File: src/core/uecr_pkg.sv
package uecr_pkg;
	// register byte addresses (plain port, 16-bit words on 4-byte steps)
	localparam logic [7:0] UECR_A_MODE = 8'h00;
	localparam logic [7:0] UECR_A_CMD = 8'h04;
	localparam logic [7:0] UECR_A_EVT = 8'h08;
	localparam logic [7:0] UECR_A_BRKCNT = 8'h0c;
	localparam logic [7:0] UECR_A_MAXIDLE = 8'h10;
	localparam logic [7:0] UECR_A_IDLECNT = 8'h14;
	localparam logic [7:0] UECR_A_BRKERR = 8'h18;
	localparam logic [7:0] UECR_A_REJ = 8'h1c;
	localparam logic [7:0] UECR_A_STATUS = 8'h20;
	localparam logic [2:0] UECR_A_TBL_HI = 3'h2; // entries at 8'h40 + 4*i
	// emulation mode register fields
	localparam int UECR_M_ENT = 11;
	localparam int UECR_M_ENR = 10;
	localparam int UECR_M_DIV_LO = 6;
	localparam logic [15:0] UECR_MODE_RST = 16'h0000;
	// control character entry fields
	localparam int UECR_C_VALID = 15;
	localparam int UECR_C_REJ = 14;
	localparam int UECR_C_RDY = 13;
	localparam int UECR_C_INT = 12;
	localparam int UECR_FLOW_IDX = 7;
	localparam int UECR_NCHAR = 8;
	// event bits
	localparam int UECR_E_RX = 0;
	localparam int UECR_E_TX = 1;
	localparam int UECR_E_CCR = 2;
	localparam int UECR_E_BRK = 3;
	localparam logic [15:0] UECR_WORD_RST = 16'h0000;
	localparam logic [15:0] UECR_IDLE_LAST = 16'h0001;
	localparam logic [7:0] UECR_BRK_CHAR = 8'h00;
	// commands
	typedef enum logic [1:0] {
		UECR_CMD_NONE = 2'b00,
		UECR_CMD_STOP = 2'b01,
		UECR_CMD_RESTART = 2'b10,
		UECR_CMD_HUNT = 2'b11
	} uecr_cmd_e;
	typedef enum logic [1:0] {
		UECR_TX_OFF = 2'b00,
		UECR_TX_RUN = 2'b01,
		UECR_TX_BREAK = 2'b10,
		UECR_TX_STOP = 2'b11
	} uecr_tx_e;
	typedef enum logic [1:0] {
		UECR_RX_OFF = 2'b00,
		UECR_RX_IDLE = 2'b01,
		UECR_RX_OPEN = 2'b10,
		UECR_RX_HUNT = 2'b11
	} uecr_rx_e;
endpackage : uecr_pkg

File: src/core/uecr_char_match.sv
`timescale 1ns/1ps
module uecr_char_match import uecr_pkg::*; (
	input wire logic [UECR_NCHAR-1:0][15:0] tbl, // control character table
	input wire logic [7:0] chr, // incoming character
	output logic hit, // some valid entry matches
	output logic hit_rej // a matching entry is a reject entry
);
	logic [UECR_NCHAR-1:0] m;
	logic [UECR_NCHAR-1:0] r;

	// one comparator per entry; a reject match wins over a store match
	for (genvar i = 0; i < UECR_NCHAR; i++) begin : g_ent
		assign m[i] = tbl[i][UECR_C_VALID] && (tbl[i][7:0] == chr);
		assign r[i] = m[i] && tbl[i][UECR_C_REJ];
	end

	assign hit = |m;
	assign hit_rej = |r;
endmodule : uecr_char_match

File: src/core/uecr_poll_div.sv
`timescale 1ns/1ps
module uecr_poll_div import uecr_pkg::*; (
	input wire logic sys_clk, // system clock
	input wire logic resetn, // sync reset, active low
	input wire logic run, // divider active
	input wire logic tick, // baud generator pulse
	input wire logic [3:0] div, // reload value
	output logic expire // one-cycle poll pulse
);
	typedef struct packed {
		logic [3:0] cnt;
	} uecr_div_s;
	uecr_div_s s;
	uecr_div_s next_s;

	// poll fires when the down-counter is at zero on a tick
	assign expire = run && tick && (s.cnt == 4'h0);

	// reload on expiry; parked at the reload value while idle
	always_comb begin
		next_s = s;
		if (!run) begin
			next_s.cnt = div;
		end else if (tick) begin
			next_s.cnt = (s.cnt == 4'h0) ? div : s.cnt - 4'h1;
		end
	end

	always_ff @(posedge sys_clk) begin
		if (!resetn) begin
			s <= '0;
		end else begin
			s <= next_s;
		end
	end
endmodule : uecr_poll_div

File: src/core/uecr_ctrl.sv
// Overview of operation
// - tx polls first descriptor at divider rate
// - stop command sends break count then halts
// - restart resumes at current tx descriptor
// - break is zero char; then idle/data
// - breaks queue behind pending characters
// - rx starts at first descriptor
// - hunt closes open buffer, raises rx event
// - after hunt resume after one idle
// - match against eight 16-bit table entries
// - store match: write, close, next descriptor
// - reject match: save char, control event
// - unread rejected char gets overwritten
// - flow entry ready set, device clears
// - empty poll is idle; max idles close
// - idle without open buffer is silent
// - data character reloads idle counter
// - break bumps counter, sets break event
// - break while open closes; counted once
// - full buffer closes, next descriptor
// - tx divider down-counter paces polling
//
// Implementation choices: the placing of the registers and the address-and-strobe port.
`timescale 1ns/1ps
module uecr_ctrl import uecr_pkg::*; (
	input wire logic sys_clk, // system clock, 100 MHz
	input wire logic resetn, // sync reset, active low
	input wire logic [7:0] reg_addr, // register byte address
	input wire logic [15:0] reg_wdata, // register write data
	input wire logic reg_wr, // write strobe
	input wire logic reg_rd, // read strobe
	output logic [15:0] reg_rdata, // read data, cycle after strobe
	input wire logic brg_tick, // baud generator pulse
	input wire logic txd_valid, // tx descriptor char available
	input wire logic [7:0] txd_data, // tx descriptor char
	input wire logic txd_last, // char is last of its buffer
	input wire logic txd_wrap, // current tx descriptor wraps
	input wire logic txd_int, // current tx descriptor wants event
	output logic txd_ready, // tx char taken
	output logic [2:0] tx_desc_idx, // current tx descriptor
	output logic hrx_valid, // char toward host receive fifo
	output logic [7:0] hrx_data, // char value
	output logic hrx_break, // char is a break
	input wire logic hrx_ready, // host receive fifo accepts
	input wire logic htx_valid, // host transmit fifo not empty
	input wire logic [7:0] htx_data, // host transmit fifo head
	input wire logic htx_break, // head is a break sequence
	output logic htx_ready, // pop host transmit fifo
	input wire logic host_set_break, // host line control set-break
	input wire logic rxb_last, // next write fills rx buffer
	input wire logic rxd_wrap, // current rx descriptor wraps
	input wire logic rxd_int, // current rx descriptor wants event
	output logic rxb_wr, // write char into rx buffer
	output logic [7:0] rxb_data, // char written
	output logic rxb_close, // close current rx buffer
	output logic rxb_ctrl, // closed on control char
	output logic rxb_idle, // closed on idles
	output logic rxb_brk, // break received flag
	output logic [2:0] rx_desc_idx // current rx descriptor
);
	typedef struct packed {
		logic [15:0] mode;
		logic [15:0] brk_cnt;
		logic [15:0] max_idle;
		logic [15:0] idle_cnt;
		logic [15:0] brk_err;
		logic [7:0] rej_char;
		logic [3:0] evt;
		logic [UECR_NCHAR-1:0][15:0] tbl;
		uecr_cmd_e cmd;
		uecr_tx_e tx;
		logic restart;
		logic [15:0] brk_left;
		logic arm;
		logic ov;
		logic [7:0] od;
		logic ob;
		logic ofl;
		logic [2:0] txi;
		logic [2:0] rxi;
		uecr_rx_e rx;
		logic brk_seq;
		logic brk_prev;
		logic [15:0] rdata;
		logic bw;
		logic [7:0] bd;
		logic bc;
		logic bcc;
		logic bid;
		logic bbr;
	} uecr_st_s;
	uecr_st_s s;
	uecr_st_s next_s;

	logic ent, enr, p, cmd_go, can_load, flow_req, load_data, pop, is_data;
	logic hit, hit_rej, brk_now, brk_edge;
	logic cl_ctrl, cl_idle, cl_brk, cl_full, cl_hunt;
	logic [3:0] ev_set;

	assign ent = s.mode[UECR_M_ENT];
	assign enr = s.mode[UECR_M_ENR];

	uecr_poll_div u_div (
		.sys_clk(sys_clk),
		.resetn(resetn),
		.run(ent || enr),
		.tick(brg_tick),
		.div(s.mode[UECR_M_DIV_LO+3:UECR_M_DIV_LO]),
		.expire(p)
	);

	uecr_char_match u_match (
		.tbl(s.tbl),
		.chr(htx_data),
		.hit(hit),
		.hit_rej(hit_rej)
	);

	// handshakes; commands wait for a poll-free cycle so descriptor work is whole
	assign cmd_go = (s.cmd != UECR_CMD_NONE) && !p;
	assign can_load = !s.ov || hrx_ready;
	assign flow_req = s.tbl[UECR_FLOW_IDX][UECR_C_RDY] && !s.tbl[UECR_FLOW_IDX][UECR_C_REJ]
		&& !(s.ov && s.ofl);
	assign load_data = (s.tx == UECR_TX_RUN) && ent && can_load && !flow_req && s.arm
		&& txd_valid;
	assign txd_ready = load_data;
	assign pop = p && enr && htx_valid && (s.rx != UECR_RX_OFF);
	assign htx_ready = pop;
	assign is_data = pop && !htx_break;
	// a long break holds brk_now high, so only its first edge counts
	assign brk_now = host_set_break || s.brk_seq;
	assign brk_edge = brk_now && !s.brk_prev;

	// outputs come straight from the state flops
	assign hrx_valid = s.ov;
	assign hrx_data = s.od;
	assign hrx_break = s.ob;
	assign tx_desc_idx = s.txi;
	assign rx_desc_idx = s.rxi;
	assign reg_rdata = s.rdata;
	assign rxb_wr = s.bw;
	assign rxb_data = s.bd;
	assign rxb_close = s.bc;
	assign rxb_ctrl = s.bcc;
	assign rxb_idle = s.bid;
	assign rxb_brk = s.bbr;

	// next-state: transmitter, receiver, commands, then register port
	always_comb begin
		next_s = s;
		ev_set = 4'h0;
		cl_ctrl = 1'b0;
		cl_idle = 1'b0;
		cl_brk = 1'b0;
		cl_full = 1'b0;
		cl_hunt = 1'b0;
		next_s.rdata = UECR_WORD_RST;
		next_s.bw = 1'b0;
		next_s.bc = 1'b0;
		next_s.bcc = 1'b0;
		next_s.bid = 1'b0;
		next_s.bbr = 1'b0;
		// output slot drained; flow char done clears its ready bit
		if (s.ov && hrx_ready) begin
			next_s.ov = 1'b0;
			if (s.ofl) begin
				next_s.ofl = 1'b0;
				next_s.tbl[UECR_FLOW_IDX][UECR_C_RDY] = 1'b0;
				ev_set[UECR_E_TX] = s.tbl[UECR_FLOW_IDX][UECR_C_INT];
			end
		end
		case (s.tx)
			UECR_TX_OFF: begin
				if (ent) begin
					next_s.tx = UECR_TX_RUN;
				end
			end
			UECR_TX_RUN: begin
				if (p) begin
					next_s.arm = 1'b1;
				end
				if (ent && can_load && flow_req) begin
					next_s.ov = 1'b1;
					next_s.od = s.tbl[UECR_FLOW_IDX][7:0];
					next_s.ob = 1'b0;
					next_s.ofl = 1'b1;
				end else if (load_data) begin
					next_s.ov = 1'b1;
					next_s.od = txd_data;
					next_s.ob = 1'b0;
					next_s.arm = 1'b0;
					if (txd_last) begin
						next_s.txi = txd_wrap ? 3'h0 : s.txi + 3'h1;
						ev_set[UECR_E_TX] = txd_int;
					end
				end
			end
			UECR_TX_BREAK: begin
				// breaks wait for the slot, so queued chars go first
				if (s.brk_left == UECR_WORD_RST) begin
					next_s.tx = s.restart ? UECR_TX_RUN : UECR_TX_STOP;
					next_s.restart = 1'b0;
				end else if (can_load) begin
					next_s.ov = 1'b1;
					next_s.od = UECR_BRK_CHAR;
					next_s.ob = 1'b1;
					next_s.ofl = 1'b0;
					next_s.brk_left = s.brk_left - 16'h0001;
				end
			end
			UECR_TX_STOP: begin
				next_s.arm = 1'b0;
			end
			default: begin
				next_s.tx = UECR_TX_OFF;
			end
		endcase
		// receiver
		if (!enr) begin
			next_s.rx = UECR_RX_OFF;
		end else if (s.rx == UECR_RX_OFF) begin
			next_s.rx = UECR_RX_IDLE;
		end else if (p) begin
			next_s.brk_seq = htx_valid && htx_break;
			if (s.rx == UECR_RX_HUNT) begin
				if (!htx_valid) begin
					next_s.rx = UECR_RX_IDLE;
				end
			end else if (is_data) begin
				if (hit && hit_rej) begin
					next_s.rej_char = htx_data;
					ev_set[UECR_E_CCR] = 1'b1;
				end else begin
					next_s.bw = 1'b1;
					next_s.bd = htx_data;
					next_s.rx = UECR_RX_OPEN;
					next_s.idle_cnt = s.max_idle;
					cl_ctrl = hit;
					cl_full = rxb_last;
				end
			end else if (!htx_valid && s.rx == UECR_RX_OPEN) begin
				// a zero max idle wraps the counter, giving the longest wait
				if (s.idle_cnt == UECR_IDLE_LAST) begin
					cl_idle = 1'b1;
				end else begin
					next_s.idle_cnt = s.idle_cnt - 16'h0001;
				end
			end
		end
		next_s.brk_prev = brk_now;
		if (brk_edge) begin
			next_s.brk_err = s.brk_err + 16'h0001;
			ev_set[UECR_E_BRK] = 1'b1;
			cl_brk = (next_s.rx == UECR_RX_OPEN);
		end
		// channel commands
		if (cmd_go) begin
			next_s.cmd = UECR_CMD_NONE;
			case (s.cmd)
				UECR_CMD_STOP: begin
					next_s.tx = UECR_TX_BREAK;
					next_s.brk_left = s.brk_cnt;
					next_s.restart = 1'b0;
				end
				UECR_CMD_RESTART: begin
					if (s.tx == UECR_TX_BREAK) begin
						next_s.restart = 1'b1;
					end else begin
						next_s.tx = UECR_TX_RUN;
					end
				end
				UECR_CMD_HUNT: begin
					cl_hunt = (next_s.rx == UECR_RX_OPEN);
					if (next_s.rx != UECR_RX_OFF) begin
						next_s.rx = UECR_RX_HUNT;
					end
				end
				default: begin
					next_s.cmd = UECR_CMD_NONE;
				end
			endcase
		end
		// buffer close, any reason; descriptor advances with wrap
		if (cl_ctrl || cl_idle || cl_brk || cl_full || cl_hunt) begin
			next_s.bc = 1'b1;
			next_s.bcc = cl_ctrl;
			next_s.bid = cl_idle;
			next_s.bbr = cl_brk;
			next_s.rxi = rxd_wrap ? 3'h0 : s.rxi + 3'h1;
			ev_set[UECR_E_RX] = rxd_int;
			if (next_s.rx != UECR_RX_HUNT) begin
				next_s.rx = UECR_RX_IDLE;
			end
		end
		// register port; writes land after hardware clears, so a set wins
		if (reg_wr) begin
			case (reg_addr)
				UECR_A_MODE: next_s.mode = reg_wdata;
				UECR_A_CMD: begin
					if (s.cmd == UECR_CMD_NONE) begin
						next_s.cmd = uecr_cmd_e'(reg_wdata[1:0]);
					end
				end
				UECR_A_EVT: next_s.evt = s.evt & ~reg_wdata[3:0];
				UECR_A_BRKCNT: next_s.brk_cnt = reg_wdata;
				UECR_A_MAXIDLE: next_s.max_idle = reg_wdata;
				UECR_A_BRKERR: next_s.brk_err = reg_wdata;
				default: begin
					if (reg_addr[7:5] == UECR_A_TBL_HI && reg_addr[1:0] == 2'h0) begin
						next_s.tbl[reg_addr[4:2]] = reg_wdata;
					end
				end
			endcase
		end
		next_s.evt = next_s.evt | ev_set;
		if (reg_rd) begin
			case (reg_addr)
				UECR_A_MODE: next_s.rdata = s.mode;
				UECR_A_CMD: next_s.rdata = {14'h0000, s.cmd};
				UECR_A_EVT: next_s.rdata = {12'h000, s.evt};
				UECR_A_BRKCNT: next_s.rdata = s.brk_cnt;
				UECR_A_MAXIDLE: next_s.rdata = s.max_idle;
				UECR_A_IDLECNT: next_s.rdata = s.idle_cnt;
				UECR_A_BRKERR: next_s.rdata = s.brk_err;
				UECR_A_REJ: next_s.rdata = {8'h00, s.rej_char};
				UECR_A_STATUS: next_s.rdata = {5'h00, s.tx, s.rx, s.txi, s.rxi,
					s.cmd != UECR_CMD_NONE};
				default: begin
					if (reg_addr[7:5] == UECR_A_TBL_HI && reg_addr[1:0] == 2'h0) begin
						next_s.rdata = s.tbl[reg_addr[4:2]];
					end
				end
			endcase
		end
	end

	always_ff @(posedge sys_clk) begin
		if (!resetn) begin
			s <= '0;
		end else begin
			s <= next_s;
		end
	end
endmodule : uecr_ctrl

File: config.mk
export PLATFORM = sky130hd
export DESIGN_NAME = uecr_ctrl
export DESIGN_NICKNAME = d
export VERILOG_FILES = /design/src/core/uecr_pkg.sv /design/src/core/uecr_char_match.sv /design/src/core/uecr_poll_div.sv /design/src/core/uecr_ctrl.sv
export SDC_FILE = /design/constraint.sdc
export NUM_CORES = 1
export LEC_CHECK = 0
export ABC_AREA = 0
export BUFFER_PORTS_ARGS = -buffer_cell sky130_fd_sc_hd__buf_2
export CAP_MARGIN = 20
export CORE_MARGIN = 2
export CORE_UTILIZATION = 50
export CTS_CLUSTER_DIAMETER = 30
export DETAILED_ROUTE_END_ITERATION = 16
export GPL_TIMING_DRIVEN = 0
export PLACE_DENSITY_LB_ADDON = 0.15
export SKIP_CTS_REPAIR_TIMING = 1
export SYNTH_ARGS = -nofsm -noshare
export SYNTH_HDL_FRONTEND = slang
export SYNTH_SLANG_ARGS = --single-unit
File: constraint.sdc
create_clock -name sys_clk -period 6.45 [get_ports sys_clk]
set_input_delay 0.645 -clock sys_clk [delete_from_list [all_inputs] [get_ports sys_clk]]
set_output_delay 0.645 -clock sys_clk [all_outputs]
set_load 0.005 [all_outputs]
; After elaboration in Yosys (flattened, before gate mapping)
; Cells that the tools add are included.
[classes]
add_sub_neg = 6
n_lt_le_gt_ge = 2
eq_ne = 34
mux = 100
bitwise = 12
n_reduce_logical = 84
[op_table]
columns = op, n
row1 = two-way mux 128 bit, 2
row2 = two-way mux 16 bit, 13
row3 = case mux 16 bit (9 select lines), 1
row4 = two-way mux 134 bit, 1
row5 = bitwise mux 128 bit, 1
row6 = equality test 8 bit, 8
row7 = binary-select mux 16 bit (select 3 bit), 1
row8 = demux 16 bit (select 3 bit), 1
row9 = two-way mux 1 bit, 44
row10 = logical AND 1 bit, 40
row11 = two-way mux 11 bit, 3
row12 = "equality test 8 x 5 -> 1 bit, second input constant", 4
row13 = two-way mux 2 bit, 16
row14 = "subtractor 16 x 1 -> 16 bit, second input constant", 2
row15 = case mux 11 bit (2 select lines), 1
row16 = two-way mux 21 bit, 1
row17 = two-way mux 4 bit, 5
row18 = two-way mux 17 bit, 1
row19 = "adder 16 x 1 -> 16 bit, second input constant", 1
row20 = "equality test 16 x 1 -> 1 bit, second input constant", 1
row21 = "equality test 8 x 4 -> 1 bit, second input constant", 2
row22 = zero test 16 bit, 1
row23 = OR reduction 8 bit, 2
row24 = "equality test 2 bit, second input constant", 7
row25 = 32 further kinds, 79
[totals]
ff_bits = 296
in_bits = 56
output_inout_bits = 47
word_cells = 276

; Depth between registers and ports, before layout
; Gate-level depths: netlist of run 1.
[depth]
depth_word = 19
mapped_depth = 11
depth_no_buf = 10

; By module
; Synthesis of run 1 repeated with hierarchy kept, for this count alone.
[hier_totals]
cells_unflattened = 1737
area_unflattened_um2 = 15353.5
[by_module_without_submodules]
columns = module, n_inst, cells_per_inst, area_each_um2, seq_area_each_um2
row1 = uecr_ctrl, 1, 1589, 14202.4, 5845.6
row2 = uecr_char_match, 1, 112, 887.1, 0.0
row3 = uecr_poll_div, 1, 36, 264.0, 80.1

; Worst setup path before layout of run 1
; No wires, ideal clock.
[synth_timing]
path_type = input to register
start = input port htx_data[1]
end = register s (netlist bit rx_desc_idx[2])
setup_ns = 0.134
t_arrival_ns = 2.474
t_required_ns = 6.316
path_slack_ns = 3.842
path_stages = 9
path_buffers = 1
path_cell_list = buf_6 -> xnor2_1 -> nand4_1 -> nor3_1 -> or4_1 -> o211ai_2 -> o2bb2ai_2 -> nor2_1 -> or4_1
[synth_between]
elab_chain_cells = 16
elab_cells_between_ends = 53
cone_classes = eq/ne: 9 / mux: 21 / reduce/logical: 23
[synth_lines]
columns = item, line_no
row1 = from (decl), uecr_ctrl.sv:46  ; input wire logic [7:0] htx_data,
row2 = equality test 8 bit, uecr_char_match.sv:13  ; assign m[i] = tbl[i][UECR_C_VALID] && (tbl[i][7:0] == chr);
row3 = logical AND 1 bit, uecr_char_match.sv:13
row4 = logical AND 1 bit, uecr_char_match.sv:14  ; assign r[i] = m[i] && tbl[i][UECR_C_REJ];
row5 = OR reduction 8 bit, uecr_char_match.sv:18  ; assign hit_rej = |r;
row6 = logical AND 1 bit, uecr_ctrl.sv:230  ; if (hit && hit_rej) begin
row7 = two-way mux 2 bit, uecr_ctrl.sv:230
row8 = two-way mux 2 bit, uecr_ctrl.sv:229  ; end else if (is_data) begin
row9 = two-way mux 2 bit, uecr_ctrl.sv:225  ; if (s.rx == UECR_RX_HUNT) begin
row10 = two-way mux 3 bit, uecr_ctrl.sv:223  ; end else if (p) begin
row11 = two-way mux 2 bit, uecr_ctrl.sv:221  ; end else if (s.rx == UECR_RX_OFF) begin
row12 = two-way mux 2 bit, uecr_ctrl.sv:219  ; if (!enr) begin
row13 = equality test 2 bit, "uecr_ctrl.sv:254, uecr_ctrl.sv:273"
row14 = two-way mux 1 bit, uecr_ctrl.sv:251  ; if (brk_edge) begin
row15 = logical OR 1 bit (2 in series), uecr_ctrl.sv:284  ; if (cl_ctrl || cl_idle || cl_brk || cl_full || cl_hunt) begin
row16 = logical OR 1 bit (*), uecr_ctrl.sv:284
row17 = to (signal assigned), uecr_ctrl.sv:341  ; s <= next_s;
row18 = to (decl), uecr_ctrl.sv:92  ; uecr_st_s s;
; Mark *: on every way between the ends. The rest lies on a longest branch, timed or not.
; A chain may end at the register's enable or synchronous reset.

; Final worst setup path of run 1
[layout_timing]
start = input port reg_addr[2]
end = register s (netlist bit reg_rdata[12])
[layout_between]
elab_chain_cells = 4
elab_cells_between_ends = 13
cone_classes = eq/ne: 8 / mux: 4 / reduce/logical: 1
[layout_lines]
columns = item, line_no
row1 = from (decl), uecr_ctrl.sv:28  ; input wire logic [7:0] reg_addr,
row2 = binary-select mux 16 bit (select 3 bit), uecr_ctrl.sv:330  ; next_s.rdata = s.tbl[reg_addr[4:2]];
row3 = two-way mux 16 bit (implied by the code), uecr_ctrl.sv:330
row4 = two-way mux 16 bit, uecr_ctrl.sv:329  ; if (reg_addr[7:5] == UECR_A_TBL_HI && reg_addr[1:0] == 2'h0) begin
row5 = case mux 16 bit (9 select lines) (*), uecr_ctrl.sv:317  ; case (reg_addr)
; Mark *: on every way between the ends. The rest lies on a longest branch, timed or not. The select of a mux whose other input is x is not followed.

==> impl_metrics.env, run 1 <==
export IMPL_path_buf_inv=4
export IMPL_die_h_um=177.4
export IMPL_setup_total_negative_slack_ps=0
export IMPL_synth_edf_count=0
export IMPL_unrepaired_setup_endpoints_after_global_routing="false"
export IMPL_layout_cells_most_common_list="399 x sky130_fd_sc_hd__nand2_1, 296 x sky130_fd_sc_hd__dfxtp_1, 248 x sky130_fd_sc_hd__a21oi_1"
export IMPL_numPortBuffers=93
export IMPL_placementRows=63
export IMPL_placed_cell_area_mm2=0.01600
export IMPL_synth_sequential_area_ratio_pct=39.44
export IMPL_grt_first_pass_wirelength_um=81120
export IMPL_synth_area_mm2=0.01503
export IMPL_count_of_maximum_capacitance_violations=0
export IMPL_internal_power_mw=4.268
export IMPL_worst_slew_pin_slew_ps=1125
export IMPL_ir_drop_v=0.0001883
export IMPL_layout_stage_area_growth_over_the_synthesis_result_pct=22.25
export IMPL_route_detailed_wl_per_inst_um=22.40
export IMPL_cts_root_buffer_cell="sky130_fd_sc_hd__clkbuf_16"
export IMPL_global_route_usage_total_pct=34.64
export IMPL_switching_share_pct=23.79
export IMPL_pwr_share_clk_pct=62.9
export IMPL_maxSlewHeadroom_pct=25.02
export IMPL_leakagePower_nw=6.836
export IMPL_post_place_cells=2316
export IMPL_start_util_pct=50.70
export IMPL_fin_crit_ps=3315
export IMPL_min_period_over_period_pct=51.40
export IMPL_start_kind="primary input"
export IMPL_finClkSkew_ps=24.68
export IMPL_worst_setup_path_type="primary input to register"
export IMPL_grt_start_max_net_pins=11
export IMPL_clock_sink_count=296
export IMPL_design_die_area_mm2=0.03145
export IMPL_path_delay_family="buffers and inverters"
export IMPL_cp_slowest_cell="sky130_fd_sc_hd__buf_1"
export IMPL_design_final_nets=2072
export IMPL_drc=0
export IMPL_path_clk_slew_ps=40
export IMPL_clock_path_buffers=3
export IMPL_critical_path_max_stage_delay_ps=710
export IMPL_place_congestion=1.049
export IMPL_synth_net_count=1905
export IMPL_core_area_mm2=0.02964
export IMPL_synth_seq_cells=296
export IMPL_filler_cell_count=2657
export IMPL_most_frequent_cp_cell="sky130_fd_sc_hd__buf_2"
export IMPL_fmaxAchievable_mhz=301.6
export IMPL_cts_inserted_buffers=70
export IMPL_layoutNonFillerInstCount=2446
export IMPL_post_synth_inst_count=1831
export IMPL_setup_violations=0
export IMPL_crit_arrival_ps=3720
export IMPL_multi_input_area_mm2=0.008158
export IMPL_routed_via_count=14594
export IMPL_seq_power_share_pct=32.9
export IMPL_detail_route_antenna_nets=0
export IMPL_grt_overflow_total=0
export IMPL_layout_cell_area_non_filler_mm2=0.01837
export IMPL_post_route_cells_drive_above_1_share_pct=17.36
export IMPL_ff_latch_area_mm2=0.005926
export IMPL_yosys_cell_types_count=81
export IMPL_report_final_slew_viol_count=0
export IMPL_crit_path_max_fanout=10
export IMPL_cp_end_kind="register"
export IMPL_final_hold_viol_count=0
export IMPL_outcome="finished, final reports clean"
export IMPL_p_per_area_mw_per_mm2=304.8
export IMPL_drt_pre_antenna_iters=5
export IMPL_syn_area_per_cell_um2=8.206
export IMPL_cts_htree_levels=3
export IMPL_initialDrtViolationCount=1694
export IMPL_grt_antenna_before_repair=2
export IMPL_synth_async_reset_ratio_pct=0
export IMPL_insertion_delay_ps=580
export IMPL_hold_path_class="primary input to register"
export IMPL_synthesis_yosys_warnings=0
export IMPL_hpwl_reported_at_the_end_of_detailed_placement_um=39540
export IMPL_timing_critical_path_cells="buf_2 -> buf_1 -> buf_2 -> buf_2 -> mux2i_1 -> nor2_1 -> a21oi_1 -> nor2_1 -> a221oi_1 -> a21oi_1"
export IMPL_mostFrequentLayoutCell="sky130_fd_sc_hd__nand2_1"
export IMPL_switching_power_mw=1.332
export IMPL_die_w_um=177.4
export IMPL_via_per_inst=5.966
export IMPL_worst_ep_required_time_ps=6860
export IMPL_ioPinCount=103
export IMPL_first_global_vias=13667
export IMPL_finalWirelength_um=54800
export IMPL_p_comb_share_pct=4.2
export IMPL_n_antenna_cell=0
export IMPL_synth_ff_type="sky130_fd_sc_hd__dfxtp_1"
export IMPL_clock_tree_from_tritoncts="built"
final timing paths:
path	to	depth (start not counted)	slack [ps]	start
setup / recovery	reg_rdata[12]	10	3130	reg_addr[2]
hold / removal	s[29]	3	310	host_set_break
setup reg to reg	rxb_data[3]	11	3240	u_div.s[0]
hold reg to reg	rxb_brk	1	430	s[29]
power groups by stage:
stage	Sequential [mW]	Combinational, mW	Clock, mW
3_3_place_gp	1.88	0.226	0
2_1_floorplan	1.88	0.127	0
4_1_cts	1.84	0.227	3.52
6_report	1.84	0.235	3.52
3_5_place_dp	1.88	0.226	0
5_1_grt	1.84	0.242	3.64
routing by layer:
| layer | track usage, % | up-vias | share of wire, % |
|---|---|---|---|
| li1 | - | 6690 | - |
| met2 | 54.73 | 794 | 45 |
| met4 | 19.95 | 0 | 5.8 |
| met1 | 43.66 | 6941 | 40 |
| met3 | 7.712 | 169 | 9.1 |
| met5 | 0 | - | 0 |
synth_stat cells (10+ instances only):
cell type	n	area [um^2]
sky130_fd_sc_hd__a211oi_1	28	210.2
sky130_fd_sc_hd__buf_4	40	300.3
sky130_fd_sc_hd__xnor2_1	49	429.2
sky130_fd_sc_hd__mux4_2	34	765.7
sky130_fd_sc_hd__dfxtp_1	296	5926
sky130_fd_sc_hd__and3_1	14	87.58
sky130_fd_sc_hd__mux2_2	16	180.2
sky130_fd_sc_hd__a221oi_1	14	122.6
sky130_fd_sc_hd__o21ai_0	23	115.1
sky130_fd_sc_hd__nand2_1	399	1498
sky130_fd_sc_hd__mux2i_1	51	510.5
sky130_fd_sc_hd__nand4_1	14	87.58
sky130_fd_sc_hd__ha_1	18	225.2
sky130_fd_sc_hd__inv_1	17	63.81
sky130_fd_sc_hd__a22oi_1	16	120.1
sky130_fd_sc_hd__nand3_1	35	175.2
sky130_fd_sc_hd__nor3_1	42	210.2
sky130_fd_sc_hd__xor2_1	44	385.4
sky130_fd_sc_hd__o22ai_1	10	62.56
sky130_fd_sc_hd__a31oi_1	12	75.07
sky130_fd_sc_hd__or3_1	10	62.56
sky130_fd_sc_hd__a21oi_1	248	1241
sky130_fd_sc_hd__buf_2	15	75.07
sky130_fd_sc_hd__nor4_1	13	81.33
sky130_fd_sc_hd__nor2_1	150	563.0
sky130_fd_sc_hd__clkbuf_1	97	364.1
cells by family after synthesis:
logic type	count (synthesis)	synth area share [%]
buffers and inverters	188	6.270
adder cells (fa/ha/maj)	18	1.499
AO/OA/AOI/OAI	395	15.71
AND/OR/NAND/NOR	740	21.98
multiplexers	101	9.693
XOR/XNOR	93	5.421
flip-flops	296	39.44
worst min-delay path: stages:
cell	delay, ps
sky130_fd_sc_hd__buf_2	90
sky130_fd_sc_hd__nor2_1	50
sky130_fd_sc_hd__nor2_1	80
cell type report:
type | instances | area share [%]
timing repair buffer | 95 | 2.622
sequential | 296 | 32.26
tap | 390 | 2.656
clock inverter | 36 | 2.343
buffer | 169 | 4.741
inverter | 19 | 0.3883
clock buffer | 94 | 10.58
multi-input combinational | 1347 | 44.41
per-stage QoR:
stage	power (mW)	utilization [%]	hold WS, ps	setup slack [ps]
after floorplan	2.002	-	398.1	3842
after global placement	2.103	53.91	416.9	2709
after detailed placement	2.104	53.97	420.2	2687
after CTS	5.594	61.98	309.3	3230
after global routing	5.726	61.98	330.6	3027
final	5.599	61.98	312.9	3135
No activity file was read; power rests on OpenSTA's default activity.
==> run 2, diff against run 1 <==
Clock period 6.45 ns to 3.1 ns, I/O delays scaled along.
==> run 2 against run 1 <==
The flow now finishes with violations (hold timing). Utilization up 0.12 points. Combinational power is 110% higher. Power is 110% higher. Largest cell class unchanged. Sequential share of layout area shrank 0.064 points. Worst setup slack got worse by 3100 ps. Hold slack got worse by 340 ps. Flip-flop and latch count stayed put. Critical path depth is 1 higher. Wire length barely moved. Register-to-register slack got worse by 3200 ps.
==> impl_metrics.env, run 2 (same netlist as run 1, synthesis figures left out) <==
export IMPL_setup_slack_ps=79.53
export IMPL_unrepaired_setup_endpoints_after_global_routing="false"
export IMPL_path_clk_slew_ps=40
export IMPL_drc=0
export IMPL_hpwl_reported_at_the_end_of_detailed_placement_um=39540
export IMPL_layout_stage_area_growth_over_the_synthesis_result_pct=22.49
export IMPL_cts_inserted_buffers=70
export IMPL_min_period_over_period_pct=97.43
export IMPL_final_hold_viol_count=1
export IMPL_finalWirelength_um=54760
export IMPL_leakagePower_nw=6.869
export IMPL_grt_start_max_net_pins=11
export IMPL_finClkSkew_ps=23.56
export IMPL_timing_critical_path_cells="inv_1 -> ha_1 -> o211a_4 -> nand2_4 -> nor2_2 -> nand3b_4 -> nor4_4 -> buf_4 -> o2bb2ai_2 -> and4_1 -> or4_1"
export IMPL_drt_pre_antenna_iters=6
export IMPL_setup_total_negative_slack_ps=0
export IMPL_insertion_delay_ps=580
export IMPL_clock_sink_count=296
export IMPL_grt_overflow_total=0
export IMPL_crit_path_max_fanout=9
export IMPL_final_worst_hold_slack_ps=-23.77
export IMPL_critical_path_max_stage_delay_ps=490
export IMPL_layout_cells_most_common_list="399 x sky130_fd_sc_hd__nand2_1, 296 x sky130_fd_sc_hd__dfxtp_1, 248 x sky130_fd_sc_hd__a21oi_1"
export IMPL_worst_ep_required_time_ps=3550
export IMPL_regToRegSetupSlack_ps=80
export IMPL_design_final_nets=2074
export IMPL_mostFrequentLayoutCell="sky130_fd_sc_hd__nand2_1"
export IMPL_core_area_mm2=0.02964
export IMPL_critical_path_startpoint="u_div.s[0]"
export IMPL_via_per_inst=5.955
export IMPL_initialDrtViolationCount=1744
export IMPL_count_of_maximum_capacitance_violations=0
export IMPL_worst_slew_pin_slew_ps=1134
export IMPL_place_congestion=1.049
export IMPL_worstRegToRegCells=11
export IMPL_outcome="finished, violations left"
export IMPL_multi_input_area_mm2=0.008175
export IMPL_routed_via_count=14579
export IMPL_filler_cell_count=2653
export IMPL_die_h_um=177.4
export IMPL_timing_critical_path_to="rx_desc_idx[2]"
export IMPL_grt_antenna_before_repair=2
export IMPL_setup_violations=0
export IMPL_design_die_area_mm2=0.03145
export IMPL_grt_first_pass_wirelength_um=81120
export IMPL_violations="hold timing"
export IMPL_numPortBuffers=93
export IMPL_cts_htree_levels=3
export IMPL_post_route_cells_drive_above_1_share_pct=17.44
export IMPL_critical_path_reg2reg_endpoint="rx_desc_idx[2]"
export IMPL_design_power_total_mw=11.65
export IMPL_clock_tree_from_tritoncts="built"
export IMPL_fmaxAchievable_mhz=331.1
export IMPL_ir_drop_v=0.0003924
export IMPL_route_detailed_wl_per_inst_um=22.37
export IMPL_cp_end_kind="register"
export IMPL_first_global_vias=13667
export IMPL_global_route_usage_total_pct=34.64
export IMPL_hold_path_class="primary input to register"
export IMPL_detail_route_antenna_nets=0
export IMPL_maxSlewHeadroom_pct=24.42
export IMPL_placementRows=63
export IMPL_report_final_slew_viol_count=0
export IMPL_ioPinCount=103
export IMPL_worst_setup_path_type="register to register"
export IMPL_start_util_pct=50.70
export IMPL_ff_latch_area_mm2=0.005926
export IMPL_start_kind="register"
export IMPL_r2r_start="u_div.s[0]"
export IMPL_crit_arrival_ps=3470
export IMPL_n_antenna_cell=0
export IMPL_fin_crit_ps=3020
export IMPL_pre_cts_ws_ps=-328.4
export IMPL_clock_path_buffers=3
export IMPL_cp_slowest_cell="sky130_fd_sc_hd__or4_1"
export IMPL_cts_root_buffer_cell="sky130_fd_sc_hd__clkbuf_16"
export IMPL_die_w_um=177.4
export IMPL_p_per_area_mw_per_mm2=633.2
==> run 2: cell count changes in the layout (fill, tap and decap cells not counted) <==
| cell | change |
|---|---|
| sky130_fd_sc_hd__buf_4 | +1 |
| sky130_fd_sc_hd__clkbuf_1 | -1 |
| sky130_fd_sc_hd__clkbuf_2 | +1 |
| sky130_fd_sc_hd__dlygate4sd3_1 | +1 |
| sky130_fd_sc_hd__nand3b_2 | -1 |
| sky130_fd_sc_hd__nand3b_4 | +1 |
| sky130_fd_sc_hd__nor4b_2 | -1 |
| sky130_fd_sc_hd__nor4b_4 | +1 |
==> run 2: cell type report <==
type	instances	share of cell area (%)
Tap cell	390	2.651
Clock inverter	36	2.339
Buffer	169	4.738
Clock buffer	94	10.56
Timing Repair Buffer	97	2.712
Inverter	19	0.3875
Multi-Input combinational cell	1347	44.42
Sequential cell	296	32.20
==> run 2: routing by layer <==
metal	up-vias	track usage, %	wire length, um
met5	-	0	0
met4	0	19.95	3349
met3	175	7.712	5256
met2	799	54.73	24460
met1	6897	43.66	21690
li1	6708	-	-
==> run 2: worst min-delay path by stage <==
| stage | depth (start not counted) | start | slack, ps | end |
|---|---|---|---|---|
| floorplan | 1 | s[29] | 400 | rxb_brk |
| global placement | 1 | s[29] | 420 | rxb_brk |
| detailed placement | 1 | s[29] | 420 | rxb_brk |
| CTS | 2 | rxd_int | -30 | s[200] |
| global route | 3 | host_set_break | 30 | s[29] |
| finish | 3 | host_set_break | -20 | s[29] |
==> run 2: report_power, final <==
| part | internal (mW) | leakage, nW | switching, mW |
|---|---|---|---|
| logic | 0.133 | 3.34 | 0.358 |
| registers | 3.83 | 2.38 | 0.0101 |
| clock network | 4.92 | 1.15 | 2.40 |
| total | 8.88 | 6.87 | 2.77 |
==> run 2: critical path, delay by kind of cell, from the launching register on <==
family	cells	cell delay, ps
flops	1	330
buf+inv	2	280
simple gates	6	1670
compound gates	2	380
fa+ha+maj	1	230
==> run 2: metrics by stage <==
| step | cells | hold slack [ps] | area, um^2 | utilization, % |
|---|---|---|---|---|
| 4_1_cts | 2446 | -25.66 | 18370 | 61.98 |
| 6_report | 2448 | -23.77 | 18410 | 62.10 |
| 3_5_place_dp | 2316 | 420.2 | 16000 | 53.97 |
| 5_1_grt | 2448 | 32.60 | 18410 | 62.10 |
| 3_3_place_gp | 2314 | 416.9 | 15980 | 53.91 |
| 2_1_floorplan | 1831 | 398.1 | 15030 | - |
==> run 3, diff against run 2 <==
Settings changed: CORE_UTILIZATION 50 to 30.
==> run 3 against run 2 <==
The run still ends with hold timing left. Sequential share of layout area is 2.0 points lower. Register-to-register slack worse by 20 ps. Clock-buffer cell count is 18 higher. Combinational power is 3% higher. Fmax is 0.59% lower. Clock skew is 8.6 ps lower. Largest power group unchanged.
==> impl_metrics.env, run 3 (same netlist as run 1, synthesis figures left out) <==
export IMPL_most_frequent_cp_cell="sky130_fd_sc_hd__nand2_1"
export IMPL_clock_tree_from_tritoncts="built"
export IMPL_first_global_vias=13750
export IMPL_setup_violations=0
export IMPL_mostFrequentLayoutCell="sky130_fd_sc_hd__nand2_1"
export IMPL_grt_antenna_before_repair=0
export IMPL_via_per_inst=5.200
export IMPL_grt_start_max_net_pins=12
export IMPL_ioPinCount=103
export IMPL_worstRegToRegCells=9
export IMPL_global_route_usage_total_pct=23.11
export IMPL_path_clk_slew_ps=40
export IMPL_finClkSkew_ps=14.98
export IMPL_min_path_cells=3
export IMPL_p_per_area_mw_per_mm2=722.0
export IMPL_design_final_nets=2093
export IMPL_critical_path_max_stage_delay_ps=640
export IMPL_groute_layer_met3_usage_pct=4.200
export IMPL_gr_peak_layer="met2"
export IMPL_layout_stage_area_growth_over_the_synthesis_result_pct=30.64
export IMPL_routed_via_count=14363
export IMPL_final_hold_viol_count=3
export IMPL_post_route_cells_drive_above_1_share_pct=18.85
export IMPL_numPortBuffers=93
export IMPL_violations="hold timing"
export IMPL_clock_sink_count=296
export IMPL_grt_util_met2_pct=36.91
export IMPL_worst_ep_required_time_ps=3540
export IMPL_hold_path_class="primary input to register"
export IMPL_crit_path_max_fanout=10
export IMPL_outcome="finished, violations left"
export IMPL_place_congestion=0.9922
export IMPL_drt_pre_antenna_iters=6
export IMPL_pre_cts_ws_ps=-507.4
export IMPL_finalWirelength_um=61320
export IMPL_die_h_um=227.8
export IMPL_detail_route_antenna_nets=0
export IMPL_fmaxAchievable_mhz=329.1
export IMPL_core_area_mm2=0.04976
export IMPL_cp_slowest_cell="sky130_fd_sc_hd__clkbuf_1"
export IMPL_timing_critical_path_cells="xor2_1 -> nor4_1 -> nand3_1 -> nand4_2 -> nor3_4 -> clkbuf_1 -> nand2_1 -> nand2_1 -> a21oi_1"
export IMPL_route_detailed_wl_per_inst_um=22.20
export IMPL_unrepaired_setup_endpoints_after_global_routing="true"
export IMPL_initialDrtViolationCount=1231
export IMPL_insertion_delay_ps=610
export IMPL_setup_slack_ps=61.65
export IMPL_worst_setup_path_type="register to register"
export IMPL_cts_htree_levels=3
export IMPL_worst_slew_pin_slew_ps=1118
export IMPL_critical_path_reg2reg_endpoint="rxb_data[5]"
export IMPL_start_kind="register"
export IMPL_leakagePower_nw=7.296
export IMPL_fin_crit_ps=3038
export IMPL_regToRegSetupSlack_ps=60
export IMPL_die_w_um=227.8
export IMPL_n_antenna_cell=0
export IMPL_final_worst_hold_slack_ps=-7.631
export IMPL_placementRows=82
export IMPL_maxSlewHeadroom_pct=25.48
export IMPL_crit_arrival_ps=3480
export IMPL_count_of_maximum_capacitance_violations=0
export IMPL_grt_overflow_total=0
export IMPL_cts_inserted_buffers=88
export IMPL_report_final_slew_viol_count=0
export IMPL_min_period_over_period_pct=98.01
export IMPL_drc=0
export IMPL_global_route_usage_met1_pct=29.93
export IMPL_design_die_area_mm2=0.05189
export IMPL_ir_drop_v=0.0003755
export IMPL_layout_cells_most_common_list="399 x sky130_fd_sc_hd__nand2_1, 296 x sky130_fd_sc_hd__dfxtp_1, 248 x sky130_fd_sc_hd__a21oi_1"
export IMPL_hpwl_reported_at_the_end_of_detailed_placement_um=45150
export IMPL_min_from="reg_wdata[11]"
export IMPL_cts_root_buffer_cell="sky130_fd_sc_hd__clkbuf_16"
export IMPL_start_util_pct=30.20
export IMPL_cp_end_kind="register"
export IMPL_clock_path_buffers=3
export IMPL_grt_first_pass_wirelength_um=89550
[run 3: cell types whose count changed in the layout (fill, tap and decap cells not counted), moves of 3 or more]
cell,change
sky130_fd_sc_hd__clkbuf_16,+22
sky130_fd_sc_hd__bufinv_16,+14
sky130_fd_sc_hd__clkbuf_1,-3
sky130_fd_sc_hd__clkinv_2,+5
sky130_fd_sc_hd__clkinv_4,-4
sky130_fd_sc_hd__clkinv_8,-4
[run 3: critical path: cells and delay by family, from the launching register on]
kind                   cells  cell delay, ps
XOR/XNOR                   1             190
AO/OA/AOI/OAI              1              80
buffers and inverters      1             640
AND/OR/NAND/NOR            6            1490
flip-flops                 1             480
[run 3: metal layers]
| metal | routed length (um) | up-vias |
|---|---|---|
| met4 | 2995 | 0 |
| met2 | 27930 | 570 |
| met3 | 3764 | 144 |
| met5 | 0 | - |
| li1 | - | 6745 |
| met1 | 26640 | 6904 |
[run 3: worst max path at each step]
stage               slack, ps        endpoint         from  cells past startpoint
floorplan                 680  rx_desc_idx[2]   u_div.s[0]                     10
global placement         -510   reg_rdata[12]  reg_addr[2]                     10
detailed placement       -510   reg_rdata[12]  reg_addr[2]                     10
CTS                      -200     rxb_data[5]   u_div.s[0]                     11
global route               -5     rxb_data[5]     register                      9
finish                     60     rxb_data[5]     register                      9
[run 3: report_power, final]
part	leakage (nW)	internal, mW	switching (mW)	total [mW]
Clock	1.57	7.18	2.64	9.82
Sequential	2.38	3.83	0.0107	3.84
Combinational	3.34	0.134	0.374	0.508
[run 3: through the flow]
step	setup TNS (ps)	instances	total power [mW]	instance area [um^2]	utilization (%)
after floorplan	0	1831	4.166	15030	-
after global placement	-6616	2596	4.404	16330	32.82
after detailed placement	-6289	2598	4.406	16340	32.84
after CTS	-1425	2759	14.28	19580	39.35
after global routing	-5.252	2762	14.54	19630	39.45
final	0	2762	14.17	19630	39.45
[run 3: cell type report]
class	instances	area (um^2)
inverter	19	71.32
buffer	168	869.6
multi-input combinational	1347	8172
timing repair buffer	99	513.0
fill	5044	30130
tap	672	840.8
sequential	296	5926
clock inverter	49	779.5
clock buffer	112	2459
